File: src/design/rurc_defines.vh
// constants for the remote upgrade reconfiguration controller
`ifndef RURC_DEFINES_VH
`define RURC_DEFINES_VH
`define RURC_SRC_EXT 30
`define RURC_SRC_CRC 29
`define RURC_SRC_STAT 28
`define RURC_SRC_WD 27
`define RURC_SRC_CORE 26
`define RURC_MSM_HI 25
`define RURC_MSM_LO 24
`define RURC_ADDR_HI 23
`define RURC_ADDR_LO 0
`define RURC_REC_W 31
`define RURC_INVALID_REC 31'h7FFFFFFF
`define RURC_CTL_W 41
`define RURC_CTL_EARLY 40
`define RURC_CTL_OSC 39
`define RURC_CTL_WDEN 38
`define RURC_CTL_WD_HI 37
`define RURC_CTL_WD_LO 26
`define RURC_CTL_AD_HI 23
`define RURC_CTL_AD_LO 0
`define RURC_WD_W 29
`define RURC_WD_SET_W 12
`define RURC_WD_LOW_W 17
`define RURC_MSM_FACTORY 2'h0
`define RURC_MSM_APP_CFG 2'h1
`define RURC_MSM_APP_USER 2'h2
`define RURC_MSM_FACT_CFG 2'h3
`define RURC_OSC_NOM_KHZ 10000
`define RURC_OSC_MIN_KHZ 5000
`endif

File: src/design/rurc_source_pick.v
// priority pick of the reconfiguration source, one-hot result
`timescale 1ns/1ps
module rurc_source_pick #(
	parameter W = 5
)(
	input wire [W-1:0] req,
	output reg [W-1:0] onehot
);
	integer i;
	reg found;
	always @*
	begin
		onehot = {W{1'b0}};
		found = 1'b0;
		for (i = W - 1; i >= 0; i = i - 1)
		begin
			if (req[i] && !found)
			begin
				onehot[i] = 1'b1;
				found = 1'b1;
			end
		end
	end
endmodule

File: src/design/rurc_watchdog.v
// user watchdog down-counter on the oscillator tick
`timescale 1ns/1ps
`include "rurc_defines.vh"
module rurc_watchdog #(
	parameter SET_W = `RURC_WD_SET_W,
	parameter LOW_W = `RURC_WD_LOW_W
)(
	input wire ref_clk,
	input wire reset_n,
	input wire enable,
	input wire osc_tick,
	input wire reload,
	input wire [SET_W-1:0] setting,
	output reg expired
);
	reg [SET_W+LOW_W-1:0] count_reg;
	always @(posedge ref_clk or negedge reset_n)
	begin
		if (!reset_n)
		begin
			count_reg <= {(SET_W+LOW_W){1'b0}};
			expired <= 1'b0;
		end
		else if (!enable || reload)
		begin
			count_reg <= {setting, {LOW_W{1'b0}}};
			expired <= 1'b0;
		end
		else if (osc_tick && !expired)
		begin
			if (count_reg == {(SET_W+LOW_W){1'b0}})
				expired <= 1'b1;
			else
				count_reg <= count_reg - {{(SET_W+LOW_W-1){1'b0}}, 1'b1};
		end
	end
endmodule

File: src/design/rurc_ctrl.v
// remote upgrade reconfiguration controller top
`timescale 1ns/1ps
`include "rurc_defines.vh"
module rurc_ctrl #(
	parameter CFG_CYCLES = 16
)(
	input wire ref_clk,
	input wire reset_n,
	input wire external_reconfig_request_n,
	input wire config_fault_status_n,
	input wire crc_error,
	input wire core_reconfig_trigger_n,
	input wire watchdog_reload_n,
	input wire osc_tick,
	input wire update_write,
	input wire [`RURC_CTL_W-1:0] update_wdata,
	input wire capture_record_one,
	input wire capture_record_two,
	output reg [`RURC_CTL_W-1:0] reg_rdata,
	output reg [`RURC_REC_W-1:0] record_rdata,
	output reg [`RURC_REC_W-1:0] earlier_exit_record_one,
	output reg [`RURC_REC_W-1:0] earlier_exit_record_two,
	output reg [1:0] msm_state,
	output reg factory_loaded,
	output reg watchdog_expired_flag,
	output reg reconfig_busy
);
	localparam ST_FACT_CFG = 2'h0;
	localparam ST_FACT_USER = 2'h1;
	localparam ST_APP_CFG = 2'h2;
	localparam ST_APP_USER = 2'h3;

	reg [1:0] state_reg;
	reg [`RURC_CTL_W-1:0] control_reg;
	reg [`RURC_CTL_W-1:0] update_reg;
	reg core_trig_d_reg;
	reg app_seen_reg;
	reg [15:0] cfg_cnt_reg;
	wire core_rise;
	wire [4:0] src_req;
	wire [4:0] src_pick;
	wire wd_expired;
	wire wd_enable;
	wire exit_event;
	wire [`RURC_REC_W-1:0] new_record;
	wire [1:0] msm_code;

	assign core_rise = core_reconfig_trigger_n && !core_trig_d_reg;
	assign src_req = {!external_reconfig_request_n, crc_error, !config_fault_status_n, wd_expired,
		core_rise && (state_reg == ST_FACT_USER)};
	assign exit_event = |src_req;
	assign wd_enable = (state_reg == ST_APP_USER) && control_reg[`RURC_CTL_WDEN];
	assign msm_code = (state_reg == ST_APP_USER) ? `RURC_MSM_APP_USER :
		(state_reg == ST_APP_CFG) ? `RURC_MSM_APP_CFG :
		(state_reg == ST_FACT_CFG) ? `RURC_MSM_FACT_CFG : `RURC_MSM_FACTORY;
	assign new_record = {src_pick, msm_code, control_reg[`RURC_CTL_AD_HI:`RURC_CTL_AD_LO]};

	rurc_source_pick #(
		.W(5)
	) u_pick (
		.req(src_req),
		.onehot(src_pick)
	);

	rurc_watchdog #(
		.SET_W(`RURC_WD_SET_W),
		.LOW_W(`RURC_WD_LOW_W)
	) u_wd (
		.ref_clk(ref_clk),
		.reset_n(reset_n),
		.enable(wd_enable),
		.osc_tick(osc_tick),
		.reload(!watchdog_reload_n),
		.setting(control_reg[`RURC_CTL_WD_HI:`RURC_CTL_WD_LO]),
		.expired(wd_expired)
	);

	always @(posedge ref_clk or negedge reset_n)
	begin
		if (!reset_n)
		begin
			state_reg <= ST_FACT_CFG;
			control_reg <= {`RURC_CTL_W{1'b0}};
			update_reg <= {`RURC_CTL_W{1'b0}};
			core_trig_d_reg <= 1'b1;
			app_seen_reg <= 1'b0;
			cfg_cnt_reg <= 16'h0000;
			earlier_exit_record_one <= `RURC_INVALID_REC;
			earlier_exit_record_two <= `RURC_INVALID_REC;
			watchdog_expired_flag <= 1'b0;
		end
		else
		begin
			core_trig_d_reg <= core_reconfig_trigger_n;
			if (update_write && state_reg == ST_FACT_USER)
				update_reg <= update_wdata;
			if (exit_event && state_reg != ST_FACT_CFG)
			begin
				if (state_reg == ST_APP_USER || state_reg == ST_APP_CFG)
				begin
					earlier_exit_record_two <= earlier_exit_record_one;
					earlier_exit_record_one <= new_record;
				end
				watchdog_expired_flag <= src_pick[`RURC_SRC_WD - `RURC_SRC_CORE];
				cfg_cnt_reg <= 16'h0000;
				if (src_pick[0])
				begin
					control_reg <= update_reg;
					state_reg <= ST_APP_CFG;
				end
				else
				begin
					control_reg <= {`RURC_CTL_W{1'b0}};
					state_reg <= ST_FACT_CFG;
				end
			end
			else
			begin
				case (state_reg)
					ST_FACT_CFG, ST_APP_CFG:
					begin
						if (cfg_cnt_reg == CFG_CYCLES[15:0])
						begin
							state_reg <= (state_reg == ST_APP_CFG) ? ST_APP_USER : ST_FACT_USER;
							cfg_cnt_reg <= 16'h0000;
							if (state_reg == ST_APP_CFG)
								app_seen_reg <= 1'b1;
						end
						else
							cfg_cnt_reg <= cfg_cnt_reg + 16'h0001;
					end
					ST_FACT_USER, ST_APP_USER:
						cfg_cnt_reg <= 16'h0000;
					default:
						state_reg <= ST_FACT_CFG;
				endcase
			end
		end
	end

	always @(posedge ref_clk or negedge reset_n)
	begin
		if (!reset_n)
		begin
			reg_rdata <= {`RURC_CTL_W{1'b0}};
			record_rdata <= {`RURC_REC_W{1'b0}};
			msm_state <= 2'h0;
			factory_loaded <= 1'b1;
			reconfig_busy <= 1'b1;
		end
		else
		begin
			reg_rdata <= (state_reg == ST_FACT_USER) ? update_reg : control_reg;
			if (capture_record_one || capture_record_two)
				record_rdata <= !app_seen_reg ? `RURC_INVALID_REC :
					(capture_record_two ? earlier_exit_record_two : earlier_exit_record_one);
			msm_state <= msm_code;
			factory_loaded <= (state_reg == ST_FACT_CFG) || (state_reg == ST_FACT_USER);
			reconfig_busy <= (state_reg == ST_FACT_CFG) || (state_reg == ST_APP_CFG);
		end
	end
endmodule

File: config.mk
export PLATFORM = sky130hd
export DESIGN_NAME = rurc_ctrl
export DESIGN_NICKNAME = d
export VERILOG_FILES = /design/src/design/rurc_source_pick.v /design/src/design/rurc_watchdog.v /design/src/design/rurc_ctrl.v
export VERILOG_INCLUDE_DIRS = /design/src /design/src/design
export SDC_FILE = /design/constraint.sdc
export NUM_CORES = 1
export LEC_CHECK = 0
export ABC_CLOCK_PERIOD_IN_PS = 5410
export BUFFER_PORTS_ARGS = -buffer_cell sky130_fd_sc_hd__buf_2
export CORE_MARGIN = 2
export CORE_UTILIZATION = 52
export CTS_CLUSTER_DIAMETER = 150
export DETAILED_ROUTE_END_ITERATION = 7
export PLACE_DENSITY_LB_ADDON = 0.3
export RECOVER_POWER = 50
export SYNTH_ARGS = -nofsm -noshare
export SYNTH_HDL_FRONTEND = slang
export SYNTH_HIERARCHICAL = 1
export SYNTH_SLANG_ARGS = --single-unit
File: constraint.sdc
create_clock -name ref_clk -period 5.41 [get_ports ref_clk]
set_clock_uncertainty 0.2 [all_clocks]
set_input_delay 0.541 -clock ref_clk [delete_from_list [all_inputs] [get_ports ref_clk]]
set_output_delay 0.541 -clock ref_clk [all_outputs]
set_load 0.005 [all_outputs]
==> flow_summary.yaml, run 1 <==
power:
  powerDensity_nw_per_um2: 369.9
  finalPower_uw: 5028
  switching_power_uw: 1330
  p_sw_share_pct: 26.44
  ir_worst_vdd_mv: 0.2109
  combPwrFrac_pct: 13.3
  power_frac_clock_pct: 40.5
  p_int_uw: 3699
  p_leak_uw: 0.006525
  seq_power_share_pct: 46.3
synth:
  ys_seq_elements: 271
  synth_cells: 995
  syn-num-nets: 1055
  synth-edff-count: 0
  ys_seq_area_share_pct: 59.63
  synthArstFlopShare_pct: 100.0
  post_synth_num_cell_types: 56
  syn_area_um2: 11510
  synth_ff_type: "dfrtp_1"
  ys_warn_count: 6
  syn_avg_cell_area_um2: 11.57
global_routing:
  met1_usage_pct: 30.61
  grt_util_all_layers_pct: 22.50
  gr-usage-met2_pct: 36.90
  antenna_found_initial: 0
  busiest_layer: "met2"
  grt_start_max_net_pins: 137
  grt_pass1_vias: 8184
  grt.overflow.total: 0
  grtUsageMet3_pct: 4.096
  grt_pass1_wl_mm: 43.05
worst_setup_path:
  worstSetupEndpointType: "flip-flop"
  critical_path.max_fanout: 29
  startpoint_type: "input port"
  crit_slowest_cell: "a21oi_1"
  cp.required_ns: 5.69
  cp_cell_sequence: "dlygate4sd3_1 -> clkbuf_1 -> nand3b_2 -> a21oi_1 -> buf_4 -> a21oi_1 -> a21oi_1"
  critPathKind: "in -> reg"
  cp.arrival_ns: 3.50
  path_common_cell: "a21oi_1"
  cpPeakStageDelay_ns: 1.28
sta:
  rsz0062_at_grt: "no"
  min_period_over_period_pct: 59.49
  period_minus_slack_ns: 3.218
  fmax_ghz: 0.3107
  slew_viol_final: 19
  hold_viol: 0
  fin_setup_tns_ns: 0
  slew_headroom_pct: -12.77
  tightestPinTransition_ns: 1.692
  hold_ws_ns: 0.01398
  setup_viol: 0
die:
  io_pins: 191
  die_x_um: 152.8
  die_area_um2: 23340
  initial_core_util_pct: 52.90
  die_h_um: 152.8
  core_area_um2: 21760
  rows: 54
cells_and_area:
  diodes: 0
  n_fill_cell: 1762
  final_area_um2: 13590
  layout-drive-gt1-share_pct: 31.43
  syn2layout_area_growth_pct: 18.11
  finish.net_count: 1230
min_path:
  min_path_type: "in -> reg"
routing:
  first_pass_iters: 5
  drcViolationCount: 0
  routed_wl_mm: 25.75
  final_antenna_net_count: 0
  routedWlPerCell_um: 17.48
  dr_total_vias: 7965
  vias_per_cell: 5.407
  drt_iter0_markers: 461
clock_network:
  cts_buffers: 29
  post-cts-setup-buffers: 0
  cts_tree: "done"
  root_buffer: "clkbuf_16"
  cts_resized: 0
  ctsHoldBuffers: 2
  cts.sinks: 271
  htreeDepth: 1
  cts.path.max_buffers: 3
  cts.clk_slew.worst_paths_ns: 0.06
  insertion_delay_ns: 0.55
placement:
  gp_congestion: 0.8458
  hpwlAfterDp_mm: 16.41
  dpl_cell_area_um2: 12640
  port_buffers: 190
job:
  max-cap-violations: 1
status:
  status: "finished, violations left"
  failed_checks: "capacitance limit, slew limit"
## power groups by stage
stage | Clock [uW] | Sequential, uW | Combinational [uW]
floorplan | 0 | 2340 | 456
global placement | 0 | 2360 | 671
detailed placement | 0 | 2370 | 686
CTS | 2080 | 2340 | 692
global route | 2160 | 2350 | 741
finish | 2030 | 2330 | 668
## synth_stat cells (all sizes together) (9+ instances only)
cell type  instances  area [um^2]
o21ai             50        250.2
nand3             50        250.2
dfrtp            206         5155
inv               16        60.06
or3                9        56.30
dfstp             65         1708
clkbuf            26        97.59
nor2              94        362.8
a21oi             48        244.0
nand2            132        495.5
xor2              25        219.0
nand4             15        93.84
buf               31        185.2
mux2             142         1599
## final timing paths
kind / slack [ns] / endpoint / cells after the start / start
worst min register to register: 0.27 / control_reg[39] / 2 / control_reg[39]
worst max register to register: 2.24 / earlier_exit_record_one[24] / 7 / state_reg[1]
worst min-delay path: 0.01 / update_reg[16] / 2 / update_wdata[16]
min in group asynchronous: 0.37 / update_reg[27] / 2 / reset_n
worst max-delay path: 2.19 / earlier_exit_record_one[24] / 7 / core_reconfig_trigger_n
max in group asynchronous: 3.47 / state_reg[0] / 3 / reset_n
## cell usage in the layout, fill, tap and decap left out, types with 5 or more instances in the layout
cell,n
dfrtp_1,206
buf_2,150
mux2_2,138
nand2_1,131
nor2_1,92
dfstp_1,57
o21ai_0,50
nand3_1,50
a21oi_1,48
clkbuf_1,45
clkbuf_16,29
xor2_1,25
inv_1,16
nand4_1,15
or3_1,9
ha_1,8
dfstp_2,8
buf_4,8
clkbuf_8,7
and2_1,6
nor4_1,6
clkinv_2,6
or2_2,5
or4_1,5
nor3_1,5
## kinds of logic after synthesis
family / Yosys count / synth area share (%)
mux: 144 / 14.07
flops: 271 / 59.63
fa+ha+maj: 8 / 0.8698
simple gates: 353 / 14.60
buf+inv: 73 / 2.979
xor+xnor: 28 / 2.131
compound gates: 118 / 5.719
## worst max-delay path, delay by kind of cell
kind            cells  cell delay, ns
compound gates      3            1.54
buf+inv             3            1.26
simple gates        1            0.16
## per-layer routing
metal	vias to the layer above	part of all wire (%)
li1	3769	-
met2	194	48
met1	3950	44
met3	52	5.5
met5	-	0
met4	0	2.9
## area by class of cell
class                      count  area (um^2)  share of cell area [%]
tap                          280        350.3                   2.577
timing repair buffer         201         1012                   7.447
sequential                   271         6863                   50.49
clock inverter                11        147.6                   1.086
inverter                      16        60.06                  0.4418
multi-input combinational    651         4312                   31.72
clock buffer                  43        848.3                   6.241
## stage by stage
| step | worst slack (ns) | instances | util, % |
|---|---|---|---|
| after floorplan | 3.202 | 995 | - |
| after global placement | 2.451 | 1417 | 58.10 |
| after detailed placement | 2.380 | 1417 | 58.10 |
| after CTS | 2.435 | 1473 | 62.77 |
| after global routing | 2.001 | 1473 | 62.48 |
| final | 2.192 | 1473 | 62.48 |
Power figures use the tool's default switching activity.
==> inputs of run 2 (changes only) <==
ABC_CLOCK_PERIOD_IN_PS = 3350   (was 5410)
clock period = 3.35 ns   (was 5.41 ns; I/O delays follow)
==> run 2 against run 1 <==
Against the previous run: the flow still finishes with violations (capacitance limit, slew limit); via count grew 3.0%; combinational power up 75%; design area rose by 3.5%; flip-flop and latch count unchanged; power up 60%; critical path type unchanged.
==> flow_summary.yaml, run 2 (synthesis gave the netlist of run 1 again) <==
status:
  status: "finished, violations left"
  failed_checks: "capacitance limit, slew limit"
cells_and_area:
  layout_commonest_cell: "dfrtp_1"
  final_area_um2: 14060
  final_cell_mix: "dfrtp_1 (206), buf_2 (153), mux2_2 (138), nand2_1 (131), nor2_1 (92)"
  diodes: 0
  multi_input_comb_area_um2: 4325
  syn2layout_area_growth_pct: 22.20
  seq_area_um2: 6863
  instances_no_fill: 1525
  finish.net_count: 1283
  layout-drive-gt1-share_pct: 35.98
  n_fill_cell: 1686
min_path:
  min_to: "watchdog_expired_flag"
  hold_start: "config_fault_status_n"
  min_path_type: "in -> reg"
  holdPathStages: 5
power:
  switching_power_uw: 2197
  finalPower_uw: 8043
  powerDensity_nw_per_um2: 571.9
  p_leak_uw: 0.006727
  power_frac_clock_pct: 38.5
  combPwrFrac_pct: 14.6
  ir_worst_vdd_mv: 0.3842
  p_int_uw: 5846
  seq_power_share_pct: 46.9
  p_sw_share_pct: 27.31
die:
  initial_core_util_pct: 52.90
  io_pins: 191
  rows: 54
  core_area_um2: 21760
  die_x_um: 152.8
  die_h_um: 152.8
  die_area_um2: 23340
routing:
  drcViolationCount: 0
  dr_total_vias: 8206
  final_antenna_net_count: 0
  first_pass_iters: 5
  vias_per_cell: 5.381
  routed_wl_mm: 26.82
  drt_iter0_markers: 510
  routedWlPerCell_um: 17.59
worst_setup_path:
  critical_path.max_fanout: 31
  r2r-start: "u_wd/count_reg[9]"
  reg2reg_depth: 5
  startpoint_type: "input port"
  r2r-end: "u_wd/count_reg[28]"
  critPathTopFamily: "simple AND/OR/NAND/NOR gates"
  cp.required_ns: 3.62
  cp_cell_sequence: "buf_2 -> clkbuf_2 -> or2_0 -> nor2_1 -> a21oi_1"
  path_buf_inv: 2
  crit_slowest_cell: "or2_0"
  cpPeakStageDelay_ns: 1.56
  critPathKind: "in -> reg"
  worstSetupEndpointType: "flip-flop"
  worst-path-stages: 5
  regToRegSetupSlack_ns: 0.88
  cp.arrival_ns: 2.89
placement:
  port_buffers: 190
  gp_congestion: 0.8585
  hpwlAfterDp_mm: 16.86
  dp_cells: 1427
  dpl_cell_area_um2: 12730
job:
  max-cap-violations: 2
global_routing:
  grt_util_all_layers_pct: 23.08
  grtUsageMet3_pct: 3.555
  met1_usage_pct: 31.92
  grt_pass1_vias: 8418
  gr-usage-met2_pct: 38.10
  grt.overflow.total: 0
  grt_pass1_wl_mm: 44.16
  busiest_layer: "met2"
  grt_start_max_net_pins: 84
  antenna_found_initial: 0
clock_network:
  insertion_delay_ns: 0.55
  cts_tree: "done"
  root_buffer: "clkbuf_16"
  cts.sinks: 271
  cts_buffers: 28
  cts.clk_slew.worst_paths_ns: 0.06
  htreeDepth: 1
  cts.path.max_buffers: 3
  cts_resized: 0
sta:
  rsz0062_at_grt: "no"
  slew_headroom_pct: -41.39
  tightestPinTransition_ns: 2.121
  hold_viol: 0
  fin_setup_tns_ns: 0
  slew_viol_final: 114
  min_period_over_period_pct: 78.26
  period_minus_slack_ns: 2.622
  setup_viol: 0
  fmax_ghz: 0.3814
-- run 2: cell types whose count changed in the layout (fill, tap and decap cells not counted), moves of 3 or more --
cell | before | now
buf_4 | 8 | 15
clkinv_2 | 6 | 12
dfstp_2 | 8 | 65
dfstp_1 | 57 | 0
buf_2 | 150 | 153
clkbuf_8 | 7 | 4
dlygate4sd3_1 | 2 | 46
clkbuf_1 | 45 | 39
-- run 2: repair_timing --
action                                 CTS  global route
endpoints found under the hold margin  109             0
hold buffers                            46             0
buffers inserted                         0             0
-- run 2: area by class of cell --
| cell class | instances | area share (%) |
|---|---|---|
| inverter | 16 | 0.4270 |
| clock buffer | 34 | 5.427 |
| timing repair buffer | 255 | 10.86 |
| tap | 280 | 2.491 |
| sequential | 271 | 48.80 |
| multi-input combinational | 651 | 30.76 |
| clock inverter | 18 | 1.237 |
-- run 2: power groups by stage --
stage | logic, uW | clock network (uW) | registers, uW
global route | 1290 | 3290 | 3810
floorplan | 736 | 0 | 3780
detailed placement | 1140 | 0 | 3820
finish | 1170 | 3100 | 3770
global placement | 1120 | 0 | 3800
CTS | 1190 | 3160 | 3760
-- run 2: how the worst max path moves through the flow --
| stage | slack, ns | from | endpoint |
|---|---|---|---|
| after floorplan | 1.15 | u_wd/count_reg[17] | u_wd/count_reg[5] |
| after global placement | 0.94 | u_wd/count_reg[0] | u_wd/count_reg[9] |
| after detailed placement | 0.89 | u_wd/count_reg[0] | u_wd/count_reg[9] |
| after CTS | 0.87 | u_wd/count_reg[0] | u_wd/count_reg[9] |
| after global routing | 0.37 | reset_n | u_wd/count_reg[14] |
| final | 0.73 | capture_record_one | record_rdata[30] |
-- run 2: stage by stage --
step / hold WS [ns] / setup slack, ns / util [%]
finish: 0.03863 / 0.7283 / 64.64
CTS: 0.01517 / 0.8691 / 64.92
detailed placement: 0.1639 / 0.8852 / 58.50
global placement: 0.1628 / 0.9424 / 58.50
global route: 0.06889 / 0.3698 / 64.64
floorplan: -0.1606 / 1.150 / -
-- run 2: metal layers --
layer | vias up | part of all wire (%)
met5 | - | 0
met1 | 4062 | 44
met2 | 226 | 48
met4 | 0 | 2.3
met3 | 42 | 5.1
li1 | 3876 | -
-- run 2: tightest hold or removal path, stage by stage --
cell and delay, ns:
buf_2 0.11, inv_1 0.14, nor4b_2 0.08, nand2_1 0.05, nand2_1 0.04
